--- config.mk ---
export PLATFORM = sky130hd
export DESIGN_NAME = rtp_timer_top
export DESIGN_NICKNAME = d
export VERILOG_FILES = /design/src/logic/rtp_pkg.sv /design/src/logic/rtp_sync.sv /design/src/logic/rtp_channel.sv /design/src/logic/rtp_timer_top.sv
export SDC_FILE = /design/constraint.sdc
export NUM_CORES = 1
export LEC_CHECK = 0
export BUFFER_PORTS_ARGS = -buffer_cell sky130_fd_sc_hd__buf_2
export CAP_MARGIN = 20
export CORE_UTILIZATION = 60
export DETAILED_ROUTE_END_ITERATION = 6
export HOLD_SLACK_MARGIN = 0.05
export PLACE_DENSITY = 0.78
export SLEW_MARGIN = 20
export SYNTH_ARGS = -nofsm -noshare
export SYNTH_HDL_FRONTEND = slang
export SYNTH_SLANG_ARGS = --single-unit
--- constraint.sdc ---
create_clock -name sys_clk_in -period 5.1 [get_ports sys_clk_in]
set_input_delay 1.02 -clock sys_clk_in [delete_from_list [all_inputs] [get_ports sys_clk_in]]
set_output_delay 1.02 -clock sys_clk_in [all_outputs]
set_load 0.01 [all_outputs]
--- src/logic/rtp_pkg.sv ---
// shared constants and carrier types for the reload timer block
`default_nettype none
package rtp_pkg;

    // ****
    // widths and reset values
    // ****
    localparam int CNT_W = 12;
    localparam int NUM_CH = 4;
    localparam logic [11:0] CNT_RESET = 12'h000;
    localparam logic [11:0] CNT_MAX = 12'hFFF;
    localparam logic [11:0] RELOAD_RESET = 12'h000;
    localparam logic [11:0] DUTY_RESET = 12'h000;
    localparam logic [3:0] OE_RESET = 4'h0;
    localparam logic [3:0] PIN_RESET = 4'h0;

    // ****
    // counter clock choice, in field order 00..11
    // ****
    typedef enum logic [1:0] {
        RTP_CLK_OFF,
        RTP_CLK_LITE,
        RTP_CLK_CPU,
        RTP_CLK_FAST
    } rtp_clk_sel_e;

    // ****
    // software write strobes with their shared data word
    // ****
    typedef struct packed {
        logic [11:0] data;
        logic        reload_wr;
        logic [3:0]  duty_wr;
        logic        oe_wr;
    } rtp_sw_wr_s;

    // ****
    // emergency stop controls
    // ****
    typedef struct packed {
        logic [3:0] pattern;
        logic       pin_enable;
        logic       set_stop;
        logic       clear_stop;
    } rtp_stop_ctl_s;

endpackage
`default_nettype wire

--- src/logic/rtp_sync.sv ---
// two flip-flop synchroniser for asynchronous pin inputs
`default_nettype none
`timescale 1ns/1ns
module rtp_sync #(
    parameter int W = 2
) (
    input  wire logic         sys_clk_in,
    input  wire logic         rst_n_in,
    input  wire logic [W-1:0] async_in,
    output var  logic [W-1:0] sync_out
);

    // first stage is read only by the second
    logic [W-1:0] meta;

    always_ff @(posedge sys_clk_in or negedge rst_n_in) begin
        if (!rst_n_in) begin
            meta     <= '1;
            sync_out <= '1;
        end else begin
            meta     <= async_in;
            sync_out <= meta;
        end
    end

endmodule // rtp_sync
`default_nettype wire

--- src/logic/rtp_channel.sv ---
// one modulated channel: duty shadow, compare, flag, polarity
`default_nettype none
`timescale 1ns/1ns
module rtp_channel #(
    parameter int W = rtp_pkg::CNT_W
) (
    input  wire logic         sys_clk_in,
    input  wire logic         rst_n_in,
    input  wire logic         step_in,
    input  wire logic         wrap_in,
    input  wire logic [W-1:0] count_in,
    input  wire logic         stop_clr_in,
    input  wire logic         duty_wr_in,
    input  wire logic [W-1:0] duty_data_in,
    input  wire logic         pol_in,
    input  wire logic         pol_sync_in,
    input  wire logic         flag_rd_in,
    output var  logic         level_out,
    output var  logic         pol_out,
    output var  logic         flag_out,
    output var  logic [W-1:0] duty_out
);

    logic [W-1:0] shadow;
    logic [W-1:0] cmp_val;
    logic         match;

    // at a wrap the new duty is already the one compared
    assign cmp_val = wrap_in ? shadow : duty_out;
    assign match   = step_in && (count_in == cmp_val);

    always_ff @(posedge sys_clk_in or negedge rst_n_in) begin
        if (!rst_n_in) begin
            shadow <= rtp_pkg::DUTY_RESET;
        end else if (stop_clr_in) begin
            shadow <= rtp_pkg::DUTY_RESET;
        end else if (duty_wr_in) begin
            shadow <= duty_data_in;
        end
    end

    always_ff @(posedge sys_clk_in or negedge rst_n_in) begin
        if (!rst_n_in) begin
            duty_out <= rtp_pkg::DUTY_RESET;
        end else if (stop_clr_in) begin
            duty_out <= rtp_pkg::DUTY_RESET;
        end else if (wrap_in) begin
            duty_out <= shadow;
        end
    end

    // match beats wrap: duty not above reload yields no pulse
    always_ff @(posedge sys_clk_in or negedge rst_n_in) begin
        if (!rst_n_in) begin
            level_out <= 1'b0;
        end else if (stop_clr_in) begin
            level_out <= 1'b0;
        end else if (match) begin
            level_out <= 1'b0;
        end else if (wrap_in) begin
            level_out <= (count_in < cmp_val);
        end
    end

    always_ff @(posedge sys_clk_in or negedge rst_n_in) begin
        if (!rst_n_in) begin
            pol_out <= 1'b0;
        end else if (!pol_sync_in || wrap_in) begin
            pol_out <= pol_in;
        end
    end

    // set wins over the read that clears
    always_ff @(posedge sys_clk_in or negedge rst_n_in) begin
        if (!rst_n_in) begin
            flag_out <= 1'b0;
        end else if (match && (cmp_val != rtp_pkg::DUTY_RESET)) begin
            flag_out <= 1'b1;
        end else if (flag_rd_in) begin
            flag_out <= 1'b0;
        end
    end

endmodule // rtp_channel
`default_nettype wire

--- src/logic/rtp_timer_top.sv ---
// reload timer with four modulated channels, stop and capture
//
// Notes on behaviour
// - one 12-bit free-running up-counter serves all channels and capture.
// - after reset the counter starts counting from zero.
// - period is 4096 minus reload value counts, shared by all channels.
// - at each wrap, preloaded duties become active and outputs with duty above reload go high.
// - counter equal to active duty drives that channel low until wrap.
// - each channel output has its own enable bit.
// - polarity inverts output; with sync select, change lands at wrap.
// - counter reaching duty sets compare flag and requests interrupt.
// - no compare flag or interrupt when duty holds zero.
// - stop pin is active low and obeyed only when enabled.
// - low level on enabled stop pin sets stop active.
// - software may set stop active without the pin.
// - while stopped, pattern bits drive pins directly, without inversion.
// - stop entry resets counter and clears output enables.
// - stop entry resets reload, duties and their shadows.
// - software clearing stop returns pins to general port values.
// - either capture pin edge latches counter and sets capture flag.
// - capture raises interrupt request when capture interrupt enabled.
// - reading capture value while flag set clears it; value read-only.
// - further edges ignored while capture flag set, except in the cycle of a clearing read.
// - wrap from maximum reloads the counter from reload value.
// - clock select picks off, lite tick, cpu clock or fast tick.
// - reading a channel status clears its compare flag.
`default_nettype none
`timescale 1ns/1ns
module rtp_timer_top #(
    parameter int W  = rtp_pkg::CNT_W,
    parameter int NC = rtp_pkg::NUM_CH
) (
    input  wire logic                  sys_clk_in,
    input  wire logic                  rst_n_in,
    input  wire logic                  lite_tick_in,
    input  wire logic                  fast_tick_in,
    input  wire rtp_pkg::rtp_clk_sel_e count_clock_sel_in,
    input  wire rtp_pkg::rtp_sw_wr_s   sw_wr_in,
    input  wire rtp_pkg::rtp_stop_ctl_s stop_ctl_in,
    input  wire logic [NC-1:0]         polarity_in,
    input  wire logic                  polarity_sync_sel_in,
    input  wire logic                  compare_irq_en_in,
    input  wire logic                  capture_irq_en_in,
    input  wire logic                  wrap_irq_en_in,
    input  wire logic [NC-1:0]         status_rd_in,
    input  wire logic                  capture_rd_in,
    input  wire logic                  wrap_rd_in,
    input  wire logic [NC-1:0]         port_value_in,
    input  wire logic                  emergency_stop_pin_n_in,
    input  wire logic                  capture_input_pin_in,
    output var  logic [NC-1:0]         modulated_out,
    output var  logic [NC-1:0]         modulated_oe_out,
    output var  logic [W-1:0]          count_value_out,
    output var  logic [W-1:0]          reload_value_out,
    output var  logic [NC-1:0]         output_enable_out,
    output var  logic [W-1:0]          capture_value_out,
    output var  logic                  capture_flag_out,
    output var  logic [NC-1:0]         compare_flag_out,
    output var  logic                  wrap_flag_out,
    output var  logic                  stop_active_out,
    output var  logic                  compare_irq_out,
    output var  logic                  capture_irq_out,
    output var  logic                  wrap_irq_out
);

    // ****
    // internal signals
    // ****
    // pins, capture
    logic [1:0]    pins_sync;
    logic          stop_pin_low;
    logic          cap_level;
    logic          cap_prev;
    logic          cap_edge;
    logic          cap_take;

    // count steps
    logic          tick;
    logic          step;
    logic          wrap;

    // stop
    logic          stop_hold;
    logic          stop_entry;
    logic          next_stop_active;

    // channels
    logic [NC-1:0] ch_level;
    logic [NC-1:0] ch_pol;
    logic [W-1:0]  ch_duty [NC];

    // pin drive
    logic [NC-1:0] next_pins;
    logic [NC-1:0] next_pins_oe;

    // ****
    // pin synchronisers
    // ****
    // both idle high
    rtp_sync #(
        .W (2)
    ) u_pin_sync (
        .sys_clk_in (sys_clk_in),
        .rst_n_in   (rst_n_in),
        .async_in   ({capture_input_pin_in, emergency_stop_pin_n_in}),
        .sync_out   (pins_sync)
    );

    assign stop_pin_low = stop_ctl_in.pin_enable && !pins_sync[0];
    assign cap_level    = pins_sync[1];

    // ****
    // counter clock selection
    // ****
    // one tick, one step
    // lite and fast ticks are one-cycle enables from local logic
    always_comb begin
        case (count_clock_sel_in)
            rtp_pkg::RTP_CLK_OFF:  tick = 1'b0;
            rtp_pkg::RTP_CLK_LITE: tick = lite_tick_in;
            rtp_pkg::RTP_CLK_CPU:  tick = 1'b1;
            rtp_pkg::RTP_CLK_FAST: tick = fast_tick_in;
            default:               tick = 1'b0;
        endcase
    end

    // ****
    // emergency stop
    // ****
    // pin lags two edges
    // software needs no pin
    // a set from pin or software wins over a software clear
    always_comb begin
        next_stop_active = stop_active_out;
        if (stop_pin_low || stop_ctl_in.set_stop) begin
            next_stop_active = 1'b1;
        end else if (stop_ctl_in.clear_stop) begin
            next_stop_active = 1'b0;
        end
    end

    assign stop_entry = next_stop_active && !stop_active_out;
    // held while stopped so nothing restarts until released
    assign stop_hold  = stop_entry || stop_active_out;

    always_ff @(posedge sys_clk_in or negedge rst_n_in) begin
        if (!rst_n_in) begin
            stop_active_out <= 1'b0;
        end else begin
            stop_active_out <= next_stop_active;
        end
    end

    // ****
    // up-counter with auto reload
    // ****
    // zero while stopped
    // reload used at wrap
    always_ff @(posedge sys_clk_in or negedge rst_n_in) begin
        if (!rst_n_in) begin
            count_value_out <= rtp_pkg::CNT_RESET;
        end else if (stop_hold) begin
            count_value_out <= rtp_pkg::CNT_RESET;
        end else if (tick) begin
            if (count_value_out == rtp_pkg::CNT_MAX) begin
                count_value_out <= reload_value_out;
            end else begin
                count_value_out <= count_value_out + 1'b1;
            end
        end
    end

    // step and wrap mark the cycle in which the new count shows
    always_ff @(posedge sys_clk_in or negedge rst_n_in) begin
        if (!rst_n_in) begin
            step <= 1'b0;
            wrap <= 1'b0;
        end else begin
            step <= tick && !stop_hold;
            wrap <= tick && !stop_hold
                    && (count_value_out == rtp_pkg::CNT_MAX);
        end
    end

    // ****
    // software registers cleared by stop entry
    // ****
    // entry beats writes
    // writes land next edge
    always_ff @(posedge sys_clk_in or negedge rst_n_in) begin
        if (!rst_n_in) begin
            reload_value_out <= rtp_pkg::RELOAD_RESET;
        end else if (stop_entry) begin
            reload_value_out <= rtp_pkg::RELOAD_RESET;
        end else if (sw_wr_in.reload_wr) begin
            reload_value_out <= sw_wr_in.data;
        end
    end

    always_ff @(posedge sys_clk_in or negedge rst_n_in) begin
        if (!rst_n_in) begin
            output_enable_out <= rtp_pkg::OE_RESET;
        end else if (stop_entry) begin
            output_enable_out <= rtp_pkg::OE_RESET;
        end else if (sw_wr_in.oe_wr) begin
            output_enable_out <= sw_wr_in.data[NC-1:0];
        end
    end

    // ****
    // modulated channels
    // ****
    // one shared count
    // duties load at wrap
    for (genvar i = 0; i < NC; i++) begin : g_ch
        rtp_channel #(
            .W (W)
        ) u_ch (
            .sys_clk_in   (sys_clk_in),
            .rst_n_in     (rst_n_in),
            .step_in      (step),
            .wrap_in      (wrap),
            .count_in     (count_value_out),
            .stop_clr_in  (stop_entry),
            .duty_wr_in   (sw_wr_in.duty_wr[i]),
            .duty_data_in (sw_wr_in.data),
            .pol_in       (polarity_in[i]),
            .pol_sync_in  (polarity_sync_sel_in),
            .flag_rd_in   (status_rd_in[i]),
            .level_out    (ch_level[i]),
            .pol_out      (ch_pol[i]),
            .flag_out     (compare_flag_out[i]),
            .duty_out     (ch_duty[i])
        );
    end

    // ****
    // pin drive selection
    // ****
    // stop, enable, port
    // no glitch on pins
    // the stop pattern bypasses the inverter on purpose
    always_comb begin
        next_pins    = rtp_pkg::PIN_RESET;
        next_pins_oe = rtp_pkg::PIN_RESET;
        for (int i = 0; i < NC; i++) begin
            if (next_stop_active) begin
                next_pins[i]    = stop_ctl_in.pattern[i];
                next_pins_oe[i] = 1'b1;
            end else if (output_enable_out[i]) begin
                next_pins[i]    = ch_level[i] ^ ch_pol[i];
                next_pins_oe[i] = 1'b1;
            end else begin
                next_pins[i]    = port_value_in[i];
                next_pins_oe[i] = 1'b0;
            end
        end
    end

    always_ff @(posedge sys_clk_in or negedge rst_n_in) begin
        if (!rst_n_in) begin
            modulated_out    <= rtp_pkg::PIN_RESET;
            modulated_oe_out <= rtp_pkg::PIN_RESET;
        end else begin
            modulated_out    <= next_pins;
            modulated_oe_out <= next_pins_oe;
        end
    end

    // ****
    // input capture
    // ****
    // prev resets high
    // edge is any change
    always_ff @(posedge sys_clk_in or negedge rst_n_in) begin
        if (!rst_n_in) begin
            cap_prev <= 1'b1;
        end else begin
            cap_prev <= cap_level;
        end
    end

    assign cap_edge = cap_level ^ cap_prev;
    // an edge in the clearing read cycle is still taken
    assign cap_take = cap_edge && (!capture_flag_out || capture_rd_in);

    always_ff @(posedge sys_clk_in or negedge rst_n_in) begin
        if (!rst_n_in) begin
            capture_value_out <= rtp_pkg::CNT_RESET;
        end else if (cap_take) begin
            capture_value_out <= count_value_out;
        end
    end

    always_ff @(posedge sys_clk_in or negedge rst_n_in) begin
        if (!rst_n_in) begin
            capture_flag_out <= 1'b0;
        end else if (cap_take) begin
            capture_flag_out <= 1'b1;
        end else if (capture_rd_in) begin
            capture_flag_out <= 1'b0;
        end
    end

    // ****
    // wrap flag
    // ****
    // set beats read
    // marks reload shown
    always_ff @(posedge sys_clk_in or negedge rst_n_in) begin
        if (!rst_n_in) begin
            wrap_flag_out <= 1'b0;
        end else if (wrap) begin
            wrap_flag_out <= 1'b1;
        end else if (wrap_rd_in) begin
            wrap_flag_out <= 1'b0;
        end
    end

    // ****
    // interrupt requests
    // ****
    // levels, not pulses
    // levels follow the flags one cycle later
    always_ff @(posedge sys_clk_in or negedge rst_n_in) begin
        if (!rst_n_in) begin
            compare_irq_out <= 1'b0;
            capture_irq_out <= 1'b0;
            wrap_irq_out    <= 1'b0;
        end else begin
            compare_irq_out <= compare_irq_en_in
                               && (|compare_flag_out);
            capture_irq_out <= capture_irq_en_in
                               && capture_flag_out;
            wrap_irq_out    <= wrap_irq_en_in && wrap_flag_out;
        end
    end

endmodule // rtp_timer_top
`default_nettype wire

==> metrics, run 1 <==
status completed; GRT Total Usage 33.1%; unrepaired setup endpoints after global routing no; CTS tree built; Final HPWL DP 14800 um; largest cells by area after synthesis dfrtp_1 (50%), mux2i_1 (13%), ha_1 (7.4%); Hold Crit Start u_pin_sync.meta[0]; Vert. Die Dim 119 um; DR WL/cell 21.6 um; Clock Pin Slew Worst Setup and Hold Paths 0.07 ns; nets 937; most frequent cells in the layout dfrtp_1 (163), nor2_1 (129), mux2i_1 (110); Max Transition Viols Final 0; row cnt 42; most common cell after layout, fill and taps aside dfrtp_1; syn avg cell area 11.2 um2; Hold Worst Slack 0.358 ns; #FFs+latches synth 169; Fmax 330 MHz; first-pass GRT wire length 34800 um; DRT antenna net count 0; EDFF count, synth 0; Syn. warnings 0; pin count of the biggest net entering global routing 93; period utilisation layout 59.4%; IO buf count 108; DRT Wirelength 22100 um; Synth area leader dfrtp_1; Reg2Reg Launch Point wrap; initial antenna violation count 0; Die X 119 um; Worst Max-Slew Pin Slew 0.831 ns; Pleak 4.67 nW; Min Clock Period, post-route 3.03 ns; Post-CTS Setup Bufs 0; critical path type flip-flop to flip-flop; DR DRC count 0; CP Data Required Time 5.40 ns; fillers 964; root buf cell clkbuf_16; CTS max path bufs 2; Post-Synthesis Cells 737; post-layout util 71.6%; synth unique cells 57; initial core utilization 62.0%; most used cell, CP a21oi_1; CP max-delay cell dfrtp_4; Iter 0 DRT Violations 532; setup_tns 0 ns; vias post-DR 6289; Worst Setup End Kind flip-flop; synthesized area 8240 um2; clk sink count 169; Hold Path Class flip-flop to flip-flop; top_reg_cell synth dfrtp_1; Mapped Nets 837; PwrDens 328 nW/um2; Crit Path Max Fanout 46; DR vias/cell 6.13; Max-Cap Viols 0; Slew HR 44.6%; Synth-to-Final Area Change 15.5%; cells along the critical path buf_4 -> mux2i_1 -> ha_1 -> a21oi_1 -> o221ai_1 -> a21oi_1 -> o21ai_0 -> a2111oi_0; Finish-stage setup viols 0; CP startpoint kind flip-flop; layout cells sized above 1 21.6%; Routability Congestion 0.878; VDD IR max 0.000348 V; ys async rst share 100%; grt ovf 0; Die Footprint 14200 um2; Crit path arrival time 3.33 ns; post-CTS sizing 0; number of hold buffers added after cts 0; post-synthesis sequential area ratio 51.4%; Layout Skew 0.00623 ns; H-tree depth 4; Critical Path Start wrap; CTS buffer count 17; vias in the first global route 6442; antenna cells 0; DR pass1 iterations 7; Boundary Pins 109; core area 13300 um2; Final Hold Vio Count 0; area fraction of the dominant cell type after synthesis 49.8%; clk_lat worst skew 0.43 ns; Largest stage delay, worst path 0.88 ns
[report_power, final]
| group | internal [mW] | switching, mW |
|---|---|---|
| Clock | 0.835 | 0.545 |
| Combinational | 0.103 | 0.157 |
| Sequential | 1.42 | 0.0668 |
| Total | 2.35 | 0.768 |
[layer usage]
metal	wire [um]	GRT usage, %	vias up
li1	-	-	2839
met1	8880	41.4	3117
met2	10700	53.6	251
met3	1480	7.61	82
met4	1040	17.6	0
met5	0	0	-
[registers in the layout, indices dropped and copies added, names as in the netlist, 2 cells and up]
signal	cells
g_ch.u_ch.duty_out	48
g_ch.u_ch.shadow	48
capture_value_out	12
count_value_out	12
reload_value_out	12
g_ch.u_ch.flag_out	4
g_ch.u_ch.level_out	4
g_ch.u_ch.pol_out	4
modulated_oe_out	4
modulated_out	4
output_enable_out	4
u_pin_sync.meta	2
u_pin_sync.sync_out	2
[final timing paths]
path / to / slack [ns] / depth (start not counted)
max: g_ch[2].u_ch.level_out / 2.07 / 8
min: u_pin_sync.sync_out[0] / 0.36 / 0
max reg2reg: g_ch[2].u_ch.level_out / 2.07 / 8
min reg2reg: u_pin_sync.sync_out[0] / 0.36 / 0
max in group asynchronous: g_ch[1].u_ch.shadow[7] / 3.31 / 2
min in group asynchronous: capture_flag_out / 0.64 / 1
[critical path: cells and delay by family, from the launching register on]
kind,cells,cell delay (ns)
adder cells (fa/ha/maj),1,0.31
AO/OA/AOI/OAI,5,0.94
multiplexers,1,0.31
flip-flops,1,0.88
buffers and inverters,1,0.42
[cell type report]
type	count	area, um2	share of cell area [%]
Multi-Input combinational cell	522	3800	39.9
Sequential cell	169	4240	44.5
Timing Repair Buffer	114	592	6.22
Inverter	13	48.8	0.513
Clock buffer	21	450	4.73
Clock inverter	11	170	1.79
Tap cell	176	220	2.31
[cell families after synthesis]
family,share of synthesized area (%)
compound gates,6.91
simple gates,14.6
flops,51.4
xor+xnor,0.532
fa+ha+maj,7.44
buf+inv,2.64
mux,16.5
[synth_stat cells, types with 3 or more instances]
library cell	n
a211oi_1	6
a21o_1	5
a21oi_1	32
a31oi_1	5
and2_1	5
and4_1	3
buf_2	21
buf_4	5
clkbuf_1	5
dfrtp_1	164
dfstp_2	5
ha_1	49
inv_1	13
mux2_2	23
mux2i_1	110
nand2_1	25
nand2b_1	11
nand3_1	17
nand4_1	9
nand4b_1	3
nor2_1	129
nor2b_1	6
nor3_1	9
nor4_1	19
o21ai_0	12
or4_1	3
xnor2_1	4
[per-stage QoR]
stage                     instance area [um2]  worst slack (ns)  total power, mW  std cells
after floorplan                          8240              2.76             1.63        737
after global placement                   8890              2.00             1.75        994
after detailed placement                 8890              1.88             1.76        994
after CTS                                9510              1.84             3.13       1026
after global routing                     9520              1.91             3.21       1026
final                                    9520              2.07             3.12       1026
Power figures use the tool's default switching activity.
==> run 2: changes to the inputs <==
- CORE_UTILIZATION: 60 -> 52
- PLACE_DENSITY: 0.78 -> 0.72
- clock period: 5.1 -> 2.7 ns (I/O delays scaled with it)
==> metrics, run 2 (synthesis gave the netlist of run 1 again) <==
status completed; CP startpoint kind flip-flop; vias in the first global route 6435; Reg2Reg Launch Point wrap; DR WL/cell 20.6 um; Crit path arrival time 2.70 ns; root buf cell clkbuf_16; Worst Setup End Kind flip-flop; IO buf count 108; Final Hold Vio Count 0; Boundary Pins 109; Iter 0 DRT Violations 483; R2R cell count 8; Max Transition Viols Final 0; setup_tns 0 ns; layout cells sized above 1 23.0%; grt peak-use layer met2; number of hold buffers added after cts 0; Placed Cells 1038; Hold Worst Slack 0.0623 ns; Final HPWL DP 15200 um; Routability Congestion 0.884; unrepaired setup endpoints after global routing no; post-layout util 62.9%; initial core utilization 53.8%; CP Data Required Time 3.00 ns; final std cells w/o fill 1073; Pleak 4.72 nW; antenna cells 0; pin count of the biggest net entering global routing 52; first-pass GRT wire length 35200 um; Finish-stage setup viols 0; initial antenna violation count 0; grt ovf 0; Min Clock Period, post-route 2.40 ns; Fmax 417 MHz; Crit Path Max Fanout 31; CTS tree built; reg2reg setup slack 0.30 ns; CTS max path bufs 2; core area 15300 um2; Synth-to-Final Area Change 17.0%; Vert. Die Dim 128 um; DRT antenna net count 0; CTS buffer count 17; H-tree depth 4; Slew HR 49.0%; most common cell after layout, fill and taps aside dfrtp_1; Die X 128 um; reg2reg end g_ch[2].u_ch.level_out; period utilisation layout 88.9%; met2 Usage GRT 46.0%; Clock Pin Slew Worst Setup and Hold Paths 0.07 ns; DR vias/cell 5.82; critical path type flip-flop to flip-flop; Max-Cap Viols 0; vias post-DR 6240; GR Util met1 38.4%; most frequent cells in the layout dfrtp_1 (163), nor2_1 (129), mux2i_1 (110); VDD IR max 0.000502 V; total power draw 5.66 mW; Hold Path Class primary input to async pin; top flop regs g_ch.u_ch.duty_out x48, g_ch.u_ch.shadow x48; Worst Max-Slew Pin Slew 0.765 ns; post-CTS sizing 0; met3 global-route usage 7.43%; Die Footprint 16300 um2; DRT Wirelength 22100 um; clk sink count 169; DR DRC count 0; PwrDens 588 nW/um2; Layout Skew 0.0113 ns; nets 949; DR pass1 iterations 5; GRT Total Usage 29.2%; clk_lat worst skew 0.44 ns; row cnt 45
==> run 2: cell types whose count changed in the layout (fill, tap and decap cells not counted), moves of 2 or more <==
cell,change
clkbuf_1,-2
buf_4,+9
buf_12,+3
bufinv_16,-3
clkinv_4,+2
clkinvlp_4,+2
==> run 2: through the flow <==
step           worst slack (ns)  area [um2]
6_report                  0.301        9640
5_1_grt                  0.0563        9640
4_1_cts                   0.217        9620
3_5_place_dp              0.240        9040
3_3_place_gp              0.393        9040
2_1_floorplan             0.362        8240
==> run 2: report_power, final <==
| group | switching, mW | internal (mW) | leakage [nW] |
|---|---|---|---|
| clock | 1.04 | 1.33 | 0.266 |
| combinational | 0.299 | 0.199 | 2.27 |
| sequential | 0.122 | 2.68 | 2.19 |
| total | 1.46 | 4.20 | 4.72 |
==> run 2: worst max-delay path by stage <==
stage / from / endpoint / slack, ns
after floorplan: wrap / g_ch[2].u_ch.level_out / 0.36
after global placement: wrap / g_ch[2].u_ch.level_out / 0.39
after detailed placement: wrap / g_ch[2].u_ch.level_out / 0.24
after CTS: wrap / g_ch[2].u_ch.level_out / 0.22
after global routing: wrap / g_ch[2].u_ch.level_out / 0.06
final: wrap / g_ch[2].u_ch.level_out / 0.30
==> run 2: critical path: stages, from the launching register on <==
cell	delay, ns
dfrtp_2	0.47
buf_12	0.24
mux2i_1	0.29
ha_1	0.29
a21oi_1	0.13
nor2_1	0.06
a211oi_1	0.22
o21ai_0	0.13
a2111oi_0	0.42
==> run 2: area by class of cell <==
cell class	instances	area [um2]
fill	1248	5680
sequential	169	4240
multi-input combinational	522	3800
timing repair buffer	126	719
clock buffer	20	457
tap	211	264
clock inverter	12	116
inverter	13	48.8
==> run 2: repair_timing <==
| item | CTS | global route |
|---|---|---|
| endpoints found under the setup margin | 0 | 1 |
| endpoints found under the hold margin | 0 | 0 |
| buffers inserted | 0 | 3 |
==> run 2: routing by layer <==
| metal | vias to the layer above | share of wire, % |
|---|---|---|
| li1 | 2856 | - |
| met1 | 3098 | 42 |
| met2 | 230 | 47 |
| met3 | 56 | 7.0 |
| met4 | 0 | 3.8 |
| met5 | - | 0 |
==> run 3: changes to the inputs <==
- CORE_MARGIN: unset -> 4
==> metrics, run 3 (synthesis gave the netlist of run 1 again) <==
Hold Path Class primary input to flip-flop; CP max-delay cell nor3_1; GRT Total Usage 26.5%; CP Data Required Time 3.04 ns; Finish-stage setup viols 0; Final Hold Vio Count 0; Iter 0 DRT Violations 429; period utilisation layout 88.3%; Crit Path Max Fanout 31; layout cells sized above 1 22.6%; Worst Max-Slew Pin Slew 0.625 ns; hold path depth 1; Worst Setup End Kind flip-flop; Clock Pin Slew Worst Setup and Hold Paths 0.07 ns; Vert. Die Dim 134 um; PwrDens 577 nW/um2; Synth-to-Final Area Change 16.7%; Setup WS post-layout 0.317 ns; cells along the critical path buf_12 -> mux2i_1 -> ha_1 -> and4_1 -> nand4_1 -> nor3_1 -> nand3_1 -> o21ai_0; IO buf count 108; status completed; clk_lat worst skew 0.43 ns; unrepaired setup endpoints after global routing no; Layout Skew 0.0131 ns; CTS max path bufs 2; DR WL/cell 21.0 um; initial core utilization 53.6%; Routability Congestion 0.940; area of the multi-input gates 3800 um2; Pleak 4.72 nW; Levels on crit path 8; DRT antenna net count 0; post-CTS sizing 0; Fmax 420 MHz; fillers 1279; Die Footprint 17900 um2; VDD IR max 0.000451 V; first-pass GRT wire length 36100 um; row cnt 45; Max-Cap Viols 0; Slew HR 58.3%; nets 948; most common cell after layout, fill and taps aside dfrtp_1; top flop regs g_ch.u_ch.duty_out x48, g_ch.u_ch.shadow x48; vias in the first global route 6492; initial antenna violation count 1; clk sink count 169; Die X 134 um; antenna cells 0; DR DRC count 0; core area 15400 um2; DR pass1 iterations 5; H-tree depth 4; CP startpoint kind flip-flop; root buf cell clkbuf_16; DR vias/cell 5.77; Max Transition Viols Final 0; CTS tree built; critical path type flip-flop to flip-flop; pin count of the biggest net entering global routing 54; CTS buffer count 17; dpl ws 0.405 ns; setup_tns 0 ns; most frequent cells in the layout dfrtp_1 (163), nor2_1 (129), mux2i_1 (110); R2R cell count 8; Crit path arrival time 2.72 ns; Boundary Pins 109; sequential cell area 4240 um2; Largest stage delay, worst path 0.42 ns; grt ovf 0; Final HPWL DP 15800 um; vias post-DR 6190; DRT Wirelength 22500 um; Min Clock Period, post-route 2.38 ns; CP top delay family simple AND/OR/NAND/NOR gates; Buf+Inv Stages, Crit Path 1
## run 3: cell count changes in the layout (fill, tap and decap cells not counted), sizes merged
cell,before,now
inv,16,18
dlygate4sd3,0,1
clkinv,3,6
bufinv,1,0
clkinvlp,5,1
buf,126,124
## run 3: final cells by class
class,instances,share of cell area (%)
sequential,169,44.1
tap,211,2.75
inverter,13,0.508
timing repair buffer,125,7.56
multi-input combinational,522,39.5
clock inverter,12,0.950
clock buffer,20,4.65
## run 3: path summary, 6_finish.rpt
path,startpoint,endpoint,slack [ns]
min,capture_input_pin_in,u_pin_sync.meta[1],0.20
max in group asynchronous,rst_n_in,g_ch[3].u_ch.shadow[0],1.41
max,wrap,g_ch[0].u_ch.flag_out,0.32
min in group asynchronous,rst_n_in,g_ch[0].u_ch.shadow[3],0.61
min reg2reg,u_pin_sync.meta[0],u_pin_sync.sync_out[0],0.35
max reg2reg,wrap,g_ch[0].u_ch.flag_out,0.32
## run 3: worst register-to-register path: cells and delay by family, from the launching register on
family	cells	cell delay [ns]
mux	1	0.40
fa+ha+maj	1	0.20
flops	1	0.41
simple gates	4	0.93
buf+inv	1	0.23
compound gates	1	0.12
## run 3: metrics by stage
stage	hold slack [ns]	instance area [um2]	power (mW)	utilization, %	instances
finish	0.200	9610	5.55	62.5	1072
global route	0.179	9610	5.78	62.5	1072
CTS	0.182	9610	5.60	62.5	1072
detailed placement	0.347	9060	3.36	59.0	1039
global placement	0.346	9060	3.33	59.0	1039
floorplan	0.244	8240	3.07	-	737
## run 3: power by group
part           internal (mW)  leakage, nW  total [mW]  switching, mW
sequential              2.68         2.19        2.80          0.126
clock                   1.21        0.267        2.24           1.03
combinational          0.202         2.26       0.506          0.304
total                   4.09         4.72        5.55           1.46
## run 3: repair_timing
| action | in CTS | in global routing |
|---|---|---|
| buffers inserted | 0 | 0 |
| hold buffers | 1 | 0 |
| endpoints found under the hold margin | 9 | 0 |
## run 3: routing by layer
layer	wire length (um)	GRT usage, %
met3	1370	7.46
met5	20	0
met4	830	10.7
met2	10300	41.3
met1	10000	35.3
